`src/include/fsa_pkg.sv`:
```
// Purpose: Shared types and constants for the fault status aggregator.
// Assumes: One system clock; condition flags arrive asynchronously.
// Notes: Packed structs list fields from bit 31 (or 15, or 8) down to bit 0.
`default_nettype none
package fsa_pkg;

	// ----------------------------------------
	// Status word 0 layout
	// ----------------------------------------
	typedef struct packed {
		logic spare31;
		logic targetUpgrading;
		logic regulationLost;
		logic underMinVoltage;
		logic resistorModuleHot;
		logic inputLineFault;
		logic firmwareStackExceeded;
		logic configMismatch;
		logic diodeModuleHot;
		logic maintenance;
		logic spare21;
		logic interlockOpenFlag;
		logic auxFuseOpen;
		logic linearModuleHot;
		logic terminalVoltageExcess;
		logic terminalCurrentExcess;
		logic commCorrupt;
		logic phaseCurrentExcess;
		logic targetBootWait;
		logic targetBootFail;
		logic resistorPowerLimit;
		logic linearPowerLimit;
		logic shutdown;
		logic lowVoltageTripFlag;
		logic senseLossStatus;
		logic powerTripFlag;
		logic voltageTripFlag;
		logic currentTripFlag;
		logic [1:0] spare3to2;
		logic outputLive;
		logic standby;
	} fsa_stat0_t;

	// ----------------------------------------
	// Status word 1 layout
	// ----------------------------------------
	typedef struct packed {
		logic [13:0] spare31to18;
		logic firmwareMismatch;
		logic badSystemRating;
		logic [7:0] spare15to8;
		logic transformerHot;
		logic outputCapsHot;
		logic outputFilterHot;
		logic powerStageHot;
		logic spare3;
		logic fanStalled;
		logic inputFuseOpen;
		logic phaseMissing;
	} fsa_stat1_t;

	// ----------------------------------------
	// Questionable word layout (fixed forever)
	// ----------------------------------------
	typedef struct packed {
		logic ioInputFaultFlag;
		logic inputPowerLossFlag;
		logic interlockOpenFlag;
		logic hardFaultSummary;
		logic softFaultSummary;
		logic constPowerMode;
		logic constResistanceMode;
		logic constVoltageMode;
		logic constCurrentMode;
		logic senseLossFlag;
		logic hardOvertemp;
		logic hardOvercurrent;
		logic softOverpower;
		logic softOvervoltage;
		logic softOvercurrent;
		logic hardOvervoltage;
	} fsa_ques_t;

	// Conditions seen only by the questionable word
	typedef struct packed {
		logic hardOvervoltage;
		logic hardOvercurrent;
		logic hardOvertemp;
		logic constCurrentMode;
		logic constVoltageMode;
		logic constResistanceMode;
		logic constPowerMode;
		logic inputPowerLossFlag;
		logic ioInputFaultFlag;
	} fsa_qsrc_t;

	// Assigned bits; every other bit is forced low
	localparam logic [31:0] STAT0_USED = 32'h7FDF_FFF3;
	localparam logic [31:0] STAT1_USED = 32'h0003_00F7;
	localparam logic [15:0] QUES_PAD = 16'h0000;
	localparam logic [31:0] WORD_ZERO = 32'h0000_0000;

	typedef enum logic [1:0] {
		QS_QUES = 2'h0,
		QS_INDEX = 2'h1,
		QS_BOTH = 2'h2,
		QS_RSVD = 2'h3
	} fsa_qsel_t;

	typedef enum logic [1:0] {
		ST_IDLE = 2'h0,
		ST_SECOND = 2'h1
	} fsa_state_t;

endpackage : fsa_pkg
`default_nettype wire

```
`src/hw/fsa_fault_status.sv`:
```
// Purpose: Live fault/status words of an electronic load, read by query.
// Assumes: Condition flags are asynchronous levels; query port is on sys_clk.
// Notes: Reads never change state; a both-words query answers on two cycles.
// How it works
// - Questionable bits 0,4,5,6 show hard overvoltage, overcurrent, overtemp, sense loss.
// - Questionable bits 1,2,3 show current, voltage and power soft trips.
// - Questionable bits 7 to 10 show constant current, voltage, resistance, power modes.
// - Questionable bit 11 is the OR of all soft trips.
// - Questionable bit 12 is the OR of all hard protections.
// - Questionable bits 13,14,15: interlock open, input power loss, input fault.
// - Indexed query: index 0 gives status word 0, index 1 word 1.
// - All bits are read-only and follow their source live, unlatched.
// - Reading has no side effect; bits keep their values.
// - Questionable word is a fixed subset with constant bit positions.
// - Query without index returns word 0 then word 1.
// - Status 0 bit 0 standby, bit 1 output live.
// - Status 0 bits 4-6 trips, 7 sense loss, 8 undervoltage trip.
// - Status 0 bit 9 shutdown, 10 and 11 linear/resistor power excess.
// - Status 0 bit 12 boot failure, 13 boot waiting.
// - Status 0 bits 16,17 terminal current/voltage excess, 20 interlock.
// - Status 0 bits 18,23,27 linear, diode, resistor module overtemperature.
// - Status 0 bits 14 phase current, 15 comms, 19 aux fuse, 26 line fault.
// - Status 0 bits 22,24,25,28,29,30 maintenance through target upgrade.
// - Status 1 bits 0,1,2 phase missing, input fuse, fan stalled.
// - Status 1 bits 4-7 power stage, filter, caps, transformer temperature.
// - Status 1 bits 16,17 bad rating, firmware mismatch.
`timescale 1ns/10ps
`default_nettype none
module fsa_fault_status
	import fsa_pkg::*;
#(
	parameter int IDX_W = 8
) (
	input wire logic sys_clk,
	input wire logic arst_n,
	input wire fsa_stat0_t stat0Src,
	input wire fsa_stat1_t stat1Src,
	input wire fsa_qsrc_t quesSrc,
	input wire logic queryValid,
	input wire fsa_qsel_t querySel,
	input wire logic [IDX_W-1:0] queryIndex,
	output logic queryReady,
	output logic ansValid,
	output logic ansLast,
	output logic ansError,
	output logic [31:0] ansWord,
	output fsa_ques_t quesWord,
	output fsa_stat0_t statWord0,
	output fsa_stat1_t statWord1
);

	// ----------------------------------------
	// Source synchronisers
	// ----------------------------------------
	fsa_stat0_t s0Meta_reg, s0Sync_reg;
	fsa_stat1_t s1Meta_reg, s1Sync_reg;
	fsa_qsrc_t qMeta_reg, qSync_reg;

	always_ff @(posedge sys_clk or negedge arst_n) begin
		if (!arst_n) begin
			s0Meta_reg <= fsa_stat0_t'(WORD_ZERO);
			s0Sync_reg <= fsa_stat0_t'(WORD_ZERO);
			s1Meta_reg <= fsa_stat1_t'(WORD_ZERO);
			s1Sync_reg <= fsa_stat1_t'(WORD_ZERO);
			qMeta_reg <= '0;
			qSync_reg <= '0;
		end else begin
			s0Meta_reg <= stat0Src;
			s0Sync_reg <= s0Meta_reg;
			s1Meta_reg <= stat1Src;
			s1Sync_reg <= s1Meta_reg;
			qMeta_reg <= quesSrc;
			qSync_reg <= qMeta_reg;
		end
	end

	// ----------------------------------------
	// Word assembly
	// ----------------------------------------
	// Masking here rather than at the sources keeps spare inputs harmless
	fsa_stat0_t stat0_next;
	fsa_stat1_t stat1_next;
	fsa_ques_t ques_next;
	assign stat0_next = fsa_stat0_t'(s0Sync_reg & STAT0_USED);
	assign stat1_next = fsa_stat1_t'(s1Sync_reg & STAT1_USED);

	// Trips and interlock are shared with status word 0 so both views agree
	assign ques_next.hardOvervoltage = qSync_reg.hardOvervoltage;
	assign ques_next.hardOvercurrent = qSync_reg.hardOvercurrent;
	assign ques_next.hardOvertemp = qSync_reg.hardOvertemp;
	assign ques_next.senseLossFlag = stat0_next.senseLossStatus;
	assign ques_next.softOvercurrent = stat0_next.currentTripFlag;
	assign ques_next.softOvervoltage = stat0_next.voltageTripFlag;
	assign ques_next.softOverpower = stat0_next.powerTripFlag;
	assign ques_next.constCurrentMode = qSync_reg.constCurrentMode;
	assign ques_next.constVoltageMode = qSync_reg.constVoltageMode;
	assign ques_next.constResistanceMode = qSync_reg.constResistanceMode;
	assign ques_next.constPowerMode = qSync_reg.constPowerMode;
	assign ques_next.softFaultSummary = stat0_next.currentTripFlag | stat0_next.voltageTripFlag
		| stat0_next.powerTripFlag;
	assign ques_next.hardFaultSummary = qSync_reg.hardOvervoltage | qSync_reg.hardOvercurrent
		| qSync_reg.hardOvertemp | stat0_next.senseLossStatus;
	assign ques_next.interlockOpenFlag = stat0_next.interlockOpenFlag;
	assign ques_next.inputPowerLossFlag = qSync_reg.inputPowerLossFlag;
	assign ques_next.ioInputFaultFlag = qSync_reg.ioInputFaultFlag;

	// ----------------------------------------
	// Live status registers
	// ----------------------------------------
	// No hold term: every bit drops the cycle after its sync stage does, on the third edge after its source goes away
	fsa_stat0_t stat0_reg;
	fsa_stat1_t stat1_reg;
	fsa_ques_t ques_reg;

	always_ff @(posedge sys_clk or negedge arst_n) begin
		if (!arst_n) begin
			stat0_reg <= fsa_stat0_t'(WORD_ZERO);
			stat1_reg <= fsa_stat1_t'(WORD_ZERO);
			ques_reg <= fsa_ques_t'(QUES_PAD);
		end else begin
			stat0_reg <= stat0_next;
			stat1_reg <= stat1_next;
			ques_reg <= ques_next;
		end
	end

	// ----------------------------------------
	// Query answer path
	// ----------------------------------------
	// The answer path only reads the status registers, never writes them
	fsa_state_t state_reg, state_next;
	logic queryTake, idxBad, reqBad;
	logic [31:0] selWord, ansWord_next, hold_reg, ansWord_reg;
	logic ansValid_reg, ansLast_reg, ansError_reg, queryReady_reg;

	assign queryTake = queryValid && (state_reg == ST_IDLE);
	assign idxBad = (querySel == QS_INDEX) && (queryIndex > IDX_W'(1));
	assign reqBad = idxBad || (querySel == QS_RSVD);

	always_comb begin
		case (querySel)
			QS_QUES: selWord = {QUES_PAD, ques_reg};
			QS_INDEX: selWord = (queryIndex == '0) ? 32'(stat0_reg) : 32'(stat1_reg);
			QS_BOTH: selWord = stat0_reg;
			default: selWord = WORD_ZERO;
		endcase
	end

	assign ansWord_next = (state_reg == ST_SECOND) ? hold_reg : selWord;

	always_comb begin
		case (state_reg)
			ST_IDLE: state_next = (queryTake && querySel == QS_BOTH) ? ST_SECOND : ST_IDLE;
			ST_SECOND: state_next = ST_IDLE;
			default: state_next = ST_IDLE;
		endcase
	end

	always_ff @(posedge sys_clk or negedge arst_n) begin
		if (!arst_n) begin
			state_reg <= ST_IDLE;
			hold_reg <= WORD_ZERO;
			ansWord_reg <= WORD_ZERO;
			ansValid_reg <= 1'b0;
			ansLast_reg <= 1'b0;
			ansError_reg <= 1'b0;
			queryReady_reg <= 1'b0;
		end else begin
			state_reg <= state_next;
			// Word 1 is captured with word 0 so the pair is one snapshot
			if (queryTake && querySel == QS_BOTH)
				hold_reg <= stat1_reg;
			ansWord_reg <= ansWord_next;
			ansValid_reg <= (queryTake && !reqBad) || (state_reg == ST_SECOND);
			ansLast_reg <= (queryTake && !reqBad && querySel != QS_BOTH) || (state_reg == ST_SECOND);
			ansError_reg <= queryTake && reqBad;
			queryReady_reg <= (state_next == ST_IDLE);
		end
	end

	assign queryReady = queryReady_reg;
	assign ansValid = ansValid_reg;
	assign ansLast = ansLast_reg;
	assign ansError = ansError_reg;
	assign ansWord = ansWord_reg;
	assign quesWord = ques_reg;
	assign statWord0 = stat0_reg;
	assign statWord1 = stat1_reg;

	// ----------------------------------------
	// Checks
	// ----------------------------------------
	chk_soft_summary: assert property (@(posedge sys_clk) disable iff (!arst_n)
		ques_reg.softFaultSummary == (ques_reg.softOvercurrent | ques_reg.softOvervoltage | ques_reg.softOverpower))
		else $error("soft fault summary wrong");

	chk_hard_summary: assert property (@(posedge sys_clk) disable iff (!arst_n)
		ques_reg.hardFaultSummary == (ques_reg.hardOvervoltage | ques_reg.hardOvercurrent
		| ques_reg.hardOvertemp | ques_reg.senseLossFlag))
		else $error("hard fault summary wrong");

	chk_trip_shared: assert property (@(posedge sys_clk) disable iff (!arst_n)
		ques_reg[3:1] == stat0_reg[6:4] && ques_reg.interlockOpenFlag == stat0_reg.interlockOpenFlag)
		else $error("questionable and status word disagree");

	chk_spare_zero: assert property (@(posedge sys_clk) disable iff (!arst_n)
		(stat0_reg & ~STAT0_USED) == WORD_ZERO && (stat1_reg & ~STAT1_USED) == WORD_ZERO)
		else $error("unassigned status bit set");

	chk_live_follow: assert property (@(posedge sys_clk) disable iff (!arst_n)
		$fell(s0Sync_reg.currentTripFlag) |=> !stat0_reg.currentTripFlag ##1 (!ques_reg.softFaultSummary
		|| $past(s0Sync_reg.currentTripFlag) || $past(s0Sync_reg.voltageTripFlag)
		|| $past(s0Sync_reg.powerTripFlag)))
		else $error("status bit did not drop with its source");

	chk_index_one: assert property (@(posedge sys_clk) disable iff (!arst_n)
		queryTake && querySel == QS_INDEX && queryIndex == IDX_W'(1)
		|=> ansValid_reg && ansLast_reg && ansWord_reg == $past(stat1_reg))
		else $error("index 1 did not return status word 1");

	chk_both_pair: assert property (@(posedge sys_clk) disable iff (!arst_n)
		queryTake && querySel == QS_BOTH
		|=> ansValid_reg && !ansLast_reg && ansWord_reg == $past(stat0_reg)
		##1 ansValid_reg && ansLast_reg && ansWord_reg == $past(stat1_reg, 2))
		else $error("both-word answer wrong");

	chk_bad_index: assert property (@(posedge sys_clk) disable iff (!arst_n)
		queryTake && idxBad |=> ansError_reg && !ansValid_reg)
		else $error("out of range index not refused");

	chk_read_quiet: assert property (@(posedge sys_clk) disable iff (!arst_n)
		queryTake && $stable(s0Sync_reg) && $stable(s1Sync_reg) && $stable(qSync_reg)
		|=> $stable(stat0_reg) && $stable(stat1_reg) && $stable(ques_reg))
		else $error("read disturbed a status word");

	// Word registers load from the sync stage, so bits compare with that stage one edge back or with stat0_reg
	chk_hard_bits: assert property (@(posedge sys_clk) disable iff (!arst_n)
		ques_reg[0] == $past(qSync_reg.hardOvervoltage) && ques_reg[4] == $past(qSync_reg.hardOvercurrent)
		&& ques_reg[5] == $past(qSync_reg.hardOvertemp) && ques_reg[6] == stat0_reg[7])
		else $error("hard protection bit misplaced");

	chk_mode_bits: assert property (@(posedge sys_clk) disable iff (!arst_n)
		ques_reg[7] == $past(qSync_reg.constCurrentMode) && ques_reg[8] == $past(qSync_reg.constVoltageMode)
		&& ques_reg[9] == $past(qSync_reg.constResistanceMode) && ques_reg[10] == $past(qSync_reg.constPowerMode))
		else $error("regulation mode bit misplaced");

	chk_system_bits: assert property (@(posedge sys_clk) disable iff (!arst_n)
		ques_reg[13] == stat0_reg[20] && ques_reg[14] == $past(qSync_reg.inputPowerLossFlag)
		&& ques_reg[15] == $past(qSync_reg.ioInputFaultFlag))
		else $error("system condition bit misplaced");

	chk_soft_source: assert property (@(posedge sys_clk) disable iff (!arst_n)
		ques_reg[11] == ($past(s0Sync_reg.currentTripFlag) | $past(s0Sync_reg.voltageTripFlag)
		| $past(s0Sync_reg.powerTripFlag)))
		else $error("soft summary does not follow its trips");

	chk_hard_source: assert property (@(posedge sys_clk) disable iff (!arst_n)
		ques_reg[12] == ($past(qSync_reg.hardOvervoltage) | $past(qSync_reg.hardOvercurrent)
		| $past(qSync_reg.hardOvertemp) | $past(s0Sync_reg.senseLossStatus)))
		else $error("hard summary does not follow its protections");

	chk_live_word0: assert property (@(posedge sys_clk) disable iff (!arst_n)
		stat0_reg == ($past(s0Sync_reg) & STAT0_USED))
		else $error("status word 0 not sampled from its sources");

	chk_live_word1: assert property (@(posedge sys_clk) disable iff (!arst_n)
		stat1_reg == ($past(s1Sync_reg) & STAT1_USED))
		else $error("status word 1 not sampled from its sources");

	chk_index_zero: assert property (@(posedge sys_clk) disable iff (!arst_n)
		queryTake && querySel == QS_INDEX && queryIndex == '0
		|=> ansValid_reg && ansLast_reg && ansWord_reg == $past(stat0_reg))
		else $error("index 0 did not return status word 0");

	chk_ques_answer: assert property (@(posedge sys_clk) disable iff (!arst_n)
		queryTake && querySel == QS_QUES
		|=> ansValid_reg && ansLast_reg && ansWord_reg == {QUES_PAD, $past(ques_reg)})
		else $error("questionable answer wrong");

	chk_reserved_sel: assert property (@(posedge sys_clk) disable iff (!arst_n)
		queryTake && querySel == QS_RSVD |=> ansError_reg && !ansValid_reg)
		else $error("reserved select not refused");

	chk_both_busy: assert property (@(posedge sys_clk) disable iff (!arst_n)
		queryTake && querySel == QS_BOTH |=> !queryReady_reg ##1 queryReady_reg)
		else $error("ready wrong around a both-word answer");

	chk_second_only: assert property (@(posedge sys_clk) disable iff (!arst_n)
		state_reg == ST_SECOND |=> ansValid_reg && ansLast_reg && !ansError_reg)
		else $error("request taken during second word");

	chk_no_unasked: assert property (@(posedge sys_clk) disable iff (!arst_n)
		!queryTake && state_reg != ST_SECOND |=> !ansValid_reg && !ansError_reg)
		else $error("answer without a request");

	chk_last_valid: assert property (@(posedge sys_clk) disable iff (!arst_n)
		ansLast_reg |-> ansValid_reg)
		else $error("last flag without a word");

endmodule : fsa_fault_status
`default_nettype wire

```
`config.mk`:
```
export PLATFORM = sky130hd
export DESIGN_NAME = fsa_fault_status
export DESIGN_NICKNAME = d
export VERILOG_FILES = /design/src/include/fsa_pkg.sv /design/src/hw/fsa_fault_status.sv
export SDC_FILE = /design/constraint.sdc
export NUM_CORES = 1
export LEC_CHECK = 0
export BUFFER_PORTS_ARGS = -buffer_cell sky130_fd_sc_hd__clkbuf_2
export CELL_PAD_IN_SITES_DETAIL_PLACEMENT = 0
export CELL_PAD_IN_SITES_GLOBAL_PLACEMENT = 2
export CORE_MARGIN = 8
export CORE_UTILIZATION = 37
export CTS_BUF_LIST = sky130_fd_sc_hd__clkbuf_8
export CTS_CLUSTER_DIAMETER = 120
export DETAILED_ROUTE_END_ITERATION = 7
export PLACE_DENSITY_LB_ADDON = 0.1
export SLEW_MARGIN = 20
export SYNTH_ARGS = -nofsm -noshare
export SYNTH_HDL_FRONTEND = slang
export SYNTH_SLANG_ARGS = --single-unit
```
`constraint.sdc`:
```
create_clock -name sys_clk -period 2.2 [get_ports sys_clk]
set_input_delay 0.22 -clock sys_clk [delete_from_list [all_inputs] [get_ports sys_clk]]
set_output_delay 0.22 -clock sys_clk [all_outputs]
set_load 0.1 [all_outputs]
```
### Word-level counts from Yosys, hierarchy flattened

Index checks and enable logic that the tools add are counted.

* bits of input ports: 86
* word-level logic and storage cells: 177
* bits in registers: 187
* output and inout port bits: 116

* muxes and demuxes: 5
* bitwise gates (word level): 5
* equal/unequal tests: 5
* reductions and logical operators: 14
* $lt $le $gt $ge: 1

Operators with widths (number)
* $pmux W31 S3: 1
* $mux W32: 1
* $mux W31: 1
* $gt A8 B1 Y1 const B: 1
* $logic_not A8 Y1: 1
* $logic_and A1 B1 Y1: 6
* $logic_not A2 Y1: 3
* $or A1 B1 Y1: 5
* $eq A2 B1 Y1 const B: 2
* $eq A2 B2 Y1 const B: 2
* $logic_or A1 B1 Y1: 3
* $mux W2: 1
* $ne A2 B2 Y1 const B: 1
* $logic_not A1 Y1: 1
* $mux W1: 1

### Logic depth before layout (Yosys ltp)

Gate-level depths: netlist of the first run.

* depth in word-level cells: 7
* gate-level depth with buffers: 5

### Worst setup path after synthesis of the first run

No wires, ideal clock.

* path kind: input to register
* from: input queryIndex[5]
* to: register ansWord_reg[16] (netlist: ansWord[16])
* cell stages on the path: 5
* path buffers: 1
* arrival: 1.482 ns
* data required time: 2.073 ns
* slack: 0.592 ns
* library setup time: 0.127 ns
* cells stage by stage: or4_4 > o21ba_1 > buf_6 > and3_1 > a221o_1

* word-level cells in the longest chain between the ends: 4

Ends and longest elaborated chain
* start, declared: RTL line fsa_fault_status.sv:41 `input wire logic [IDX_W-1:0] queryIndex,`
* $logic_not A8 Y1: RTL line fsa_fault_status.sv:143 `QS_INDEX: selWord = (queryIndex == '0) ? 32'(stat0_reg) : 32'(stat1_reg);`
* $mux W31: RTL line fsa_fault_status.sv:143
* $pmux W31 S3: RTL line fsa_fault_status.sv:141 `case (querySel)`
* $mux W32: RTL line fsa_fault_status.sv:149 `assign ansWord_next = (state_reg == ST_SECOND) ? hold_reg : selWord;`
* net ansWord_next[16]: RTL line fsa_fault_status.sv:133 `logic [31:0] selWord, ansWord_next, hold_reg, ansWord_reg;`
* end signal, assigned: RTL line fsa_fault_status.sv:173 `ansWord_reg <= ansWord_next;`
* end, declared: RTL line fsa_fault_status.sv:133

The timed path passes the listed nets, and every way through them passes these cells.
A chain may end at the register's enable or synchronous reset.

### Worst setup path in the final report of the first run

* from: register ques_reg (netlist bit quesWord[2])
* to: output quesWord[2] in the netlist's numbering

RTL lines
* start, declared: RTL line fsa_fault_status.sv:113 `fsa_ques_t ques_reg;`
* start signal, assigned: RTL line fsa_fault_status.sv:119 `ques_reg <= fsa_ques_t'(QUES_PAD);`
* start signal, assigned: RTL line fsa_fault_status.sv:123 `ques_reg <= ques_next;`
* end, declared: RTL line fsa_fault_status.sv:47 `output fsa_ques_t quesWord,`

No word-level cell between the ends.

==> results.txt, run 1 <==
* Result of the run: finished clean
- The number of placed instances, taps included, is 651.
- Post-layout util: between 40% and 50%
* Die X: 139 µm
- The root buffer cell chosen for the clock tree is clkbuf_8.
- Syn Inst Count: about 320
- The portion of synthesized area spent on multiplexers is around 2.7%.
- Htree depth: 4
- Timing-limited maximum frequency: a little under 0.6 GHz
- Entering global routing, the biggest net connects 54 pins.
- Total CTS buffers: 17
- After detailed routing, the average wire length per cell comes to 15.6 µm.
* Tot GR Track Use: around 13%
- The die covers between 15000 and 20000 µm².
- Summed over all failing endpoints, the final setup total negative slack is 0 ns.
- Sequence of cells on the critical path: clkbuf_2
* Xor and xnor fraction of the mapped netlist area: 0%
- In this run the remaining antenna-violating nets after routing total 0.
- The setup path with the least slack is of type flop to primary output.
* Storage cell area: 4600 µm²
- Synthesis instantiated 34 different standard cells from the library.
* Number of I/O pins: roughly 200
- Total wire length: ~11000 µm
* Drt initial violations: between 100 and 150
- Top cell family by delay on the critical path: buffers and inverters
- Number of clock sinks: roughly 180
* Detailed-router iteration count before antenna repair: 4
* Placeable core region: approximately 15000 µm²
- Fraction of final layout cells with drive strength greater than 1: 38.1%
- Inserted Diodes: 0
- Filler cells: between 1000 and 1500
- The worst-case IR drop observed on VDD is approximately 0.45 mV.
- Average vias per placed instance: between 4 and 5
- Final period utilization: 76.2%
- Summing the areas of all and, or, nand and nor instances in the mapped netlist gives 4.39% of the synthesized area.
- The synthesized netlist devotes 5.06% of its cell area to compound gates.
* Leakage power: roughly 3.6 nW
- The floorplan has 45 rows.
- The clock arrives with around 0.01 ns of skew.
- The net count of the finished layout is between 600 and 700.
- After Yosys synthesis, full adders, half adders and majority gates account for 0% of the synthesized area.
- The number of global-route vias before repair was 3435.
- Number of slew-limit violations in the final report: 0
- In the post-route analysis, the smallest setup slack over all paths is between 0.5 and 0.6 ns.
* Period minus WS final: around 1.7 ns
- Sequential cell area fraction in the yosys report: between 80% and 90%
* Worst path arrival time: approximately 1.5 ns
- Port buffering added ~150 buffers.
- The multi-input combinational cells in the finished layout cover a total of just under 800 µm².
- STA classifies the critical path startpoint as a flop.
- Combined buffer and inverter count along the critical path: 1
- Routability-driven placement finished with a final weighted congestion of just over 0.7.
- Area Growth Syn to Fin: 31.0%
- In the routed design, unresolved DRC markers number 0.
- At the pin with the least slew margin, the transition time is between 0.6 and 0.7 ns.
- Overall via count from detail_route: 3086
* Unrepaired setup endpoints after global routing: false
- Clock tree from TritonCTS: done
- The register with the most flip-flops in the layout has 30 of them.
- Once the floorplan was initialized, standard cells occupied 37.3% of the core.
- Once the clock tree was built, the setup fixing pass inserted 0 buffers.
- STA classifies the critical path endpoint as a primary output.
- Crit path largest cell delay: slightly above 0.5 ns
- Post-placement setup slack: 0.344 ns
- The finished layout holds 731 standard cells, fillers aside.
- Setup violations remaining at the end of the flow were counted as 0.
- Summed over all layers, the global routing overflow is 0.
* Yosys reg bits: approximately 180
* Worst slew slack as a fraction of its limit: 59.8%
- The path class of the tightest hold or removal check is input pin to flop.
- Maximum number of buffers from clock root to sink: 2
- In this run the worst path has a maximum fanout of 5.
- Syn Std Cell Area: 5610 µm²
- Min Hold Slack: 0.181 ns
- First-pass GRT wire length: 18500 µm
- Later-pin clock latency in the skew report: roughly 0.45 ns
* Half-perimeter wire length after placement: about 8000 µm
- After synthesis, the largest family of logic cells by area is buffers and inverters.
- Clock-pin slew on the worst setup and hold paths: roughly 0.09 ns
- Hold Fails Final Rpt: 0
- Per-instance average area after synthesis: about 17 µm²
- Vertical die dimension: 139 µm
- The initial antenna violation count came to 0.
- Reported max-cap violation count: 0
* Worst path slowest cell: clkbuf_2
* Power per unit of standard cell area: a little under 1000 nW/µm²
* WP data required: 1.98 ns
- During synthesis, Yosys emitted a total of 0 warnings.
==> path summary, 6_finish.rpt <==
kind	start	to	slack, ns	cells past startpoint
max	quesWord[2]	quesWord[2]	0.52	1
min	querySel[0]	ansWord[3]	0.18	3
max reg2reg	state_reg[0]	hold_reg[1]	0.70	2
min reg2reg	s0Meta_reg[16]	s0Sync_reg[16]	0.35	0
max in group asynchronous	arst_n	qMeta_reg[2]	1.28	3
min in group asynchronous	arst_n	statWord0[28]	0.29	2
==> synth_stat cells <==
cell / n / area share, %
buf_4: 34 / 4.6
o21ai_1: 1 / 0.089
and3_1: 2 / 0.22
nor3_1: 1 / 0.089
nor3_4: 1 / 0.29
clkbuf_1: 3 / 0.20
a221oi_1: 7 / 1.1
a221o_1: 2 / 0.36
a31o_2: 1 / 0.16
buf_6: 3 / 0.60
or4_1: 2 / 0.27
nor3b_1: 1 / 0.13
nand2_1: 8 / 0.54
mux2i_1: 6 / 1.1
o21ai_0: 7 / 0.62
or3_1: 1 / 0.11
or4_4: 2 / 0.40
and3b_1: 1 / 0.16
nor2b_1: 1 / 0.11
o21ba_1: 1 / 0.18
buf_2: 1 / 0.089
o21ba_4: 1 / 0.29
conb_1: 1 / 0.067
a22o_2: 8 / 1.4
nor4b_1: 1 / 0.16
mux2_2: 8 / 1.6
buf_1: 1 / 0.067
nand2b_1: 1 / 0.11
nor2_1: 7 / 0.47
a21o_1: 1 / 0.13
a21oi_1: 8 / 0.71
and2_1: 12 / 1.3
dfrtp_1: 184 / 82
inv_1: 3 / 0.20
==> power by group <==
part,switching (mW),internal [mW]
Clock,1.19,0.971
Sequential,0.0885,3.58
Combinational,1.09,0.238
Total,2.37,4.79
==> placed cells by master, fill, tap and decap left out, types with 2 or more instances in the layout <==
cell type      Yosys  routed
o21ai_0            7       7
buf_12             0       3
clkinvlp_4         0       3
and3_1             2       2
a21oi_1            8       8
nor2_1             7       7
a22o_2             8       8
conb_1             1      29
clkbuf_2           0     144
clkinv_2           0       3
dlygate4sd3_1      0      48
clkbuf_8           0      20
inv_1              3       4
and2_1            12      12
or4_4              2       2
mux2i_1            6       6
nand2_1            8       8
a221o_1            2       2
inv_8              0       2
dfrtp_1          184     184
or4_1              2       2
buf_4             34       7
a221oi_1           7       7
inv_6              0       3
mux2_2             8       8
==> routing by layer <==
metal	track usage (%)	part of all wire, %	vias to the layer above
li1	-	-	1427
met1	15.5	44	1534
met2	19.4	49	118
met3	4.92	6.5	7
met4	5.03	1.1	0
met5	0	0	-
==> per-stage QoR <==
stage	cell area, µm²	total power, mW
after floorplan	5710	4.76
after global placement	6490	5.00
after detailed placement	6490	5.02
after CTS	7350	7.26
after global routing	7350	7.48
final	7350	7.16
==> logic make-up after synthesis <==
family                 count (synthesis)
other                                  1
flip-flops                           184
AND/OR/NAND/NOR                       41
buffers and inverters                 45
AO/OA/AOI/OAI                         37
multiplexers                          14
==> repair_timing <==
item | 4_1_cts | 5_1_grt
resized for setup | 0 | 0
hold buffers | 48 | 0
hold endpoints to repair | 96 | 0
==> cell type report <==
class                      count  area share [%]
sequential                   184            62.6
timing repair buffer         203            18.1
multi-input combinational    121            10.7
clock buffer                  19            3.56
tap                          188            3.20
clock inverter                13            1.63
inverter                       3           0.153
(Power assumes the default switching activity.)
==> run 2: changes to the inputs <==
--- a/config.mk
+++ b/config.mk
@@ -9,7 +9,7 @@
 export CELL_PAD_IN_SITES_DETAIL_PLACEMENT = 0
 export CELL_PAD_IN_SITES_GLOBAL_PLACEMENT = 2
 export CORE_MARGIN = 8
-export CORE_UTILIZATION = 37
+export CORE_UTILIZATION = 34
 export CTS_BUF_LIST = sky130_fd_sc_hd__clkbuf_8
 export CTS_CLUSTER_DIAMETER = 120
 export DETAILED_ROUTE_END_ITERATION = 7
==> constraint.sdc (replaced) <==
create_clock -name sys_clk -period 1.7 [get_ports sys_clk]
set_input_delay 0.17 -clock sys_clk [delete_from_list [all_inputs] [get_ports sys_clk]]
set_output_delay 0.17 -clock sys_clk [all_outputs]
set_load 0.1 [all_outputs]
==> results.txt, run 2 (synthesized netlist as in run 1, its figures left out) <==
- Antenna violations before repair: 0
- Global routing usage on met2: between 10% and 20%
* Placeable core region: 16300 µm²
- The register with the most flip-flops in the layout has 30 of them.
- Number of slew-limit violations in the final report: 0
* Hold crit path type: input pin to flop
- Fill cells in the final layout number between 1500 and 2000.
* Worst path arrival time: between 1 and 1.5 ns
* Floorplan die area: 20900 µm²
- STA classifies the critical path startpoint as a flop.
- The analysis attributes to cell leakage a power of 3.69 nW.
- First-pass GRT wire length: 18200 µm
- Cells fill between 40% and 50% of the core in the end.
* WP data required: between 1.5 and 2 ns
- Average wire per standard cell: 15.2 µm
- Relative to the synthesized area, the layout overhead comes to 33.3%.
- In this run the deepest clock path goes through 2 buffers.
* Worst Reg2Reg Path Length in Cells: 3
- Number of clock sinks: approximately 180
- In the final design database the tool counted 622 nets.
* # Post-CTS Setup Buffers: 0
* Multi-input logic area: 790 µm²
- Setup slack, reg-to-reg: about 0.28 ns
* Detail Route Antenna Nets: 0
- Library cell used as clock root buffer: clkbuf_8
* Detailed-router iteration count before antenna repair: 4
* Top cell family by delay on the critical path: flip-flops
* Vias in the first global route: approximately 3500
* Endpoint with the worst hold slack: ansError
- M1 GR Usage: 14.4%
- 202 I/O pins were placed.
- For the final database, setup skew stands at roughly 0.007 ns.
- OpenSTA, run right after detailed placement, puts the worst setup slack at -0.0555 ns.
* Clock tree from TritonCTS: done
- Htree depth: 4
- The global routing stage identified its most utilized layer as met2.
* Slew at the pin with the worst max-slew slack: approximately 0.58 ns
- Count of unresolved DRC violations after routing: 0
* Half-perimeter wire length after placement: between 8000 and 9000 µm
- Drt initial violations: between 100 and 150
* Final period utilization: between 90% and 100%
- The repair_antennas step left the layout with diodes totalling 0.
* Met3 routing resource usage after global routing: 3.99%
- Worst setup path class: flop to primary output
* Storage cell area: between 4000 and 5000 µm²
* Worst slew slack as a fraction of its limit: 61.4%
- On the critical path, the stage with the largest delay is an instance of dfrtp_1.
- Tot GR Track Use: 11.8%
- Global routing finished with a remaining overflow of 0.
- Leaving out fill and tap cells, the most frequent cell in the layout is dfrtp_1.
- Power per unit of standard cell area: about 1300 nW/µm²
- Setup-failing EPs final: 0
- Hold Fails Final Rpt: 0
- After clock tree synthesis, the clock-pin slew on the worst setup and hold paths is around 0.1 ns.
- Setup repair after global routing left no endpoint under its margin.
- Endpoint kind of the worst setup timing path: primary output
* Reg2Reg Capture Point: hold_reg[4]
- Number of input and output port buffers inserted: roughly 150
- For the worst-skew pair, the clock arrives at the later sink with an insertion delay of 0.45 ns.
* Largest net degree at the start of global routing: 65
* Highest-count cells in the layout ignoring fill and taps: dfrtp_1, clkbuf_2, dlygate4sd3_1
* Sequence of cells on the critical path: buf_2
- After detailed routing, the number of vias per cell comes to 4.03.
- Of all nets on the critical path, the largest fanout is 5.
- Across all setup checks in the final design, the least slack found is between 0.09 and 0.1 ns.
- IR analysis of the VDD net gives a maximum drop of around 0.6 mV.
* Crit path largest cell delay: 0.50 ns
- The floorplan step set the die width to 144 µm.
- In this run the critical register-to-register path is launched from state_reg[0].
- CP startpoint: quesWord[2]
- Vertical die dimension: 144 µm
- The tool flagged a number of max-cap violations equal to 0.
- Core Rows: 47
* Initial cell density of the core: about a third
* Min-Delay Path Depth: 3
* Placer's final routability congestion estimate: between 0.7 and 0.8
* Overall via count from detail_route: around 3100
- Total CTS buffers: 17
- Fraction of final layout cells with drive strength greater than 1: around 39%
* Result of the run: finished clean
- After detailed routing, the total wire length is 11700 µm.
* Timing-limited maximum frequency: between 0.6 and 0.7 GHz
* Worst Hold Launch: querySel[0]
- Counting I/O delays and the setup requirement, the final critical path takes 1.60 ns.
- Combined buffer and inverter count along the critical path: 1
==> run 2: per-layer routing <==
metal | vias up | part of all wire (%)
met3 | 14 | 7.3
met2 | 113 | 48
li1 | 1436 | -
met1 | 1533 | 43
met5 | - | 0
met4 | 0 | 1.9
==> run 2: through the flow <==
stage | TNS [ns] | instance area, µm² | hold WS, ns | power, mW | std cells
after floorplan | 0 | 5710 | -0.126 | 6.16 | 350
after global placement | -0.0984 | 6600 | 0.0151 | 6.50 | 689
after detailed placement | -0.300 | 6600 | 0.0171 | 6.51 | 689
after CTS | 0 | 7480 | 0.00866 | 9.54 | 769
after global routing | 0 | 7480 | 0.0346 | 9.82 | 769
final | 0 | 7480 | 0.0502 | 9.38 | 769
==> run 2: timing repair <==
action	CTS	global route
setup endpoints to repair	0	4
endpoints found under the hold margin	233	0
gates resized for setup	0	4
hold buffers	48	0
==> run 2: area by class of cell <==
cell class	count	area share (%)
Inverter	3	0.151
Tap cell	220	3.68
Timing Repair Buffer	209	18.7
Sequential cell	184	61.6
Clock buffer	18	3.31
Clock inverter	14	2.06
Multi-Input combinational cell	121	10.6
==> run 2: report_power, final <==
| group | internal (mW) | total, mW | switching [mW] |
|---|---|---|---|
| logic | 0.322 | 1.74 | 1.42 |
| clock network | 1.26 | 2.89 | 1.62 |
| registers | 4.63 | 4.75 | 0.114 |
| total | 6.22 | 9.38 | 3.16 |
==> run 2: how the worst max path moves through the flow <==
stage	to	cells after the start
detailed placement	ansWord[6]	6
CTS	quesWord[1]	1
finish	quesWord[2]	1
floorplan	ansWord[16]	5
global route	statWord0[6]	1
global placement	ansWord[0]	6
==> run 2: worst min-delay path: stages <==
cell and delay (ns):
clkbuf_2 0.12, o21ai_1 0.11, nor3b_1 0.06
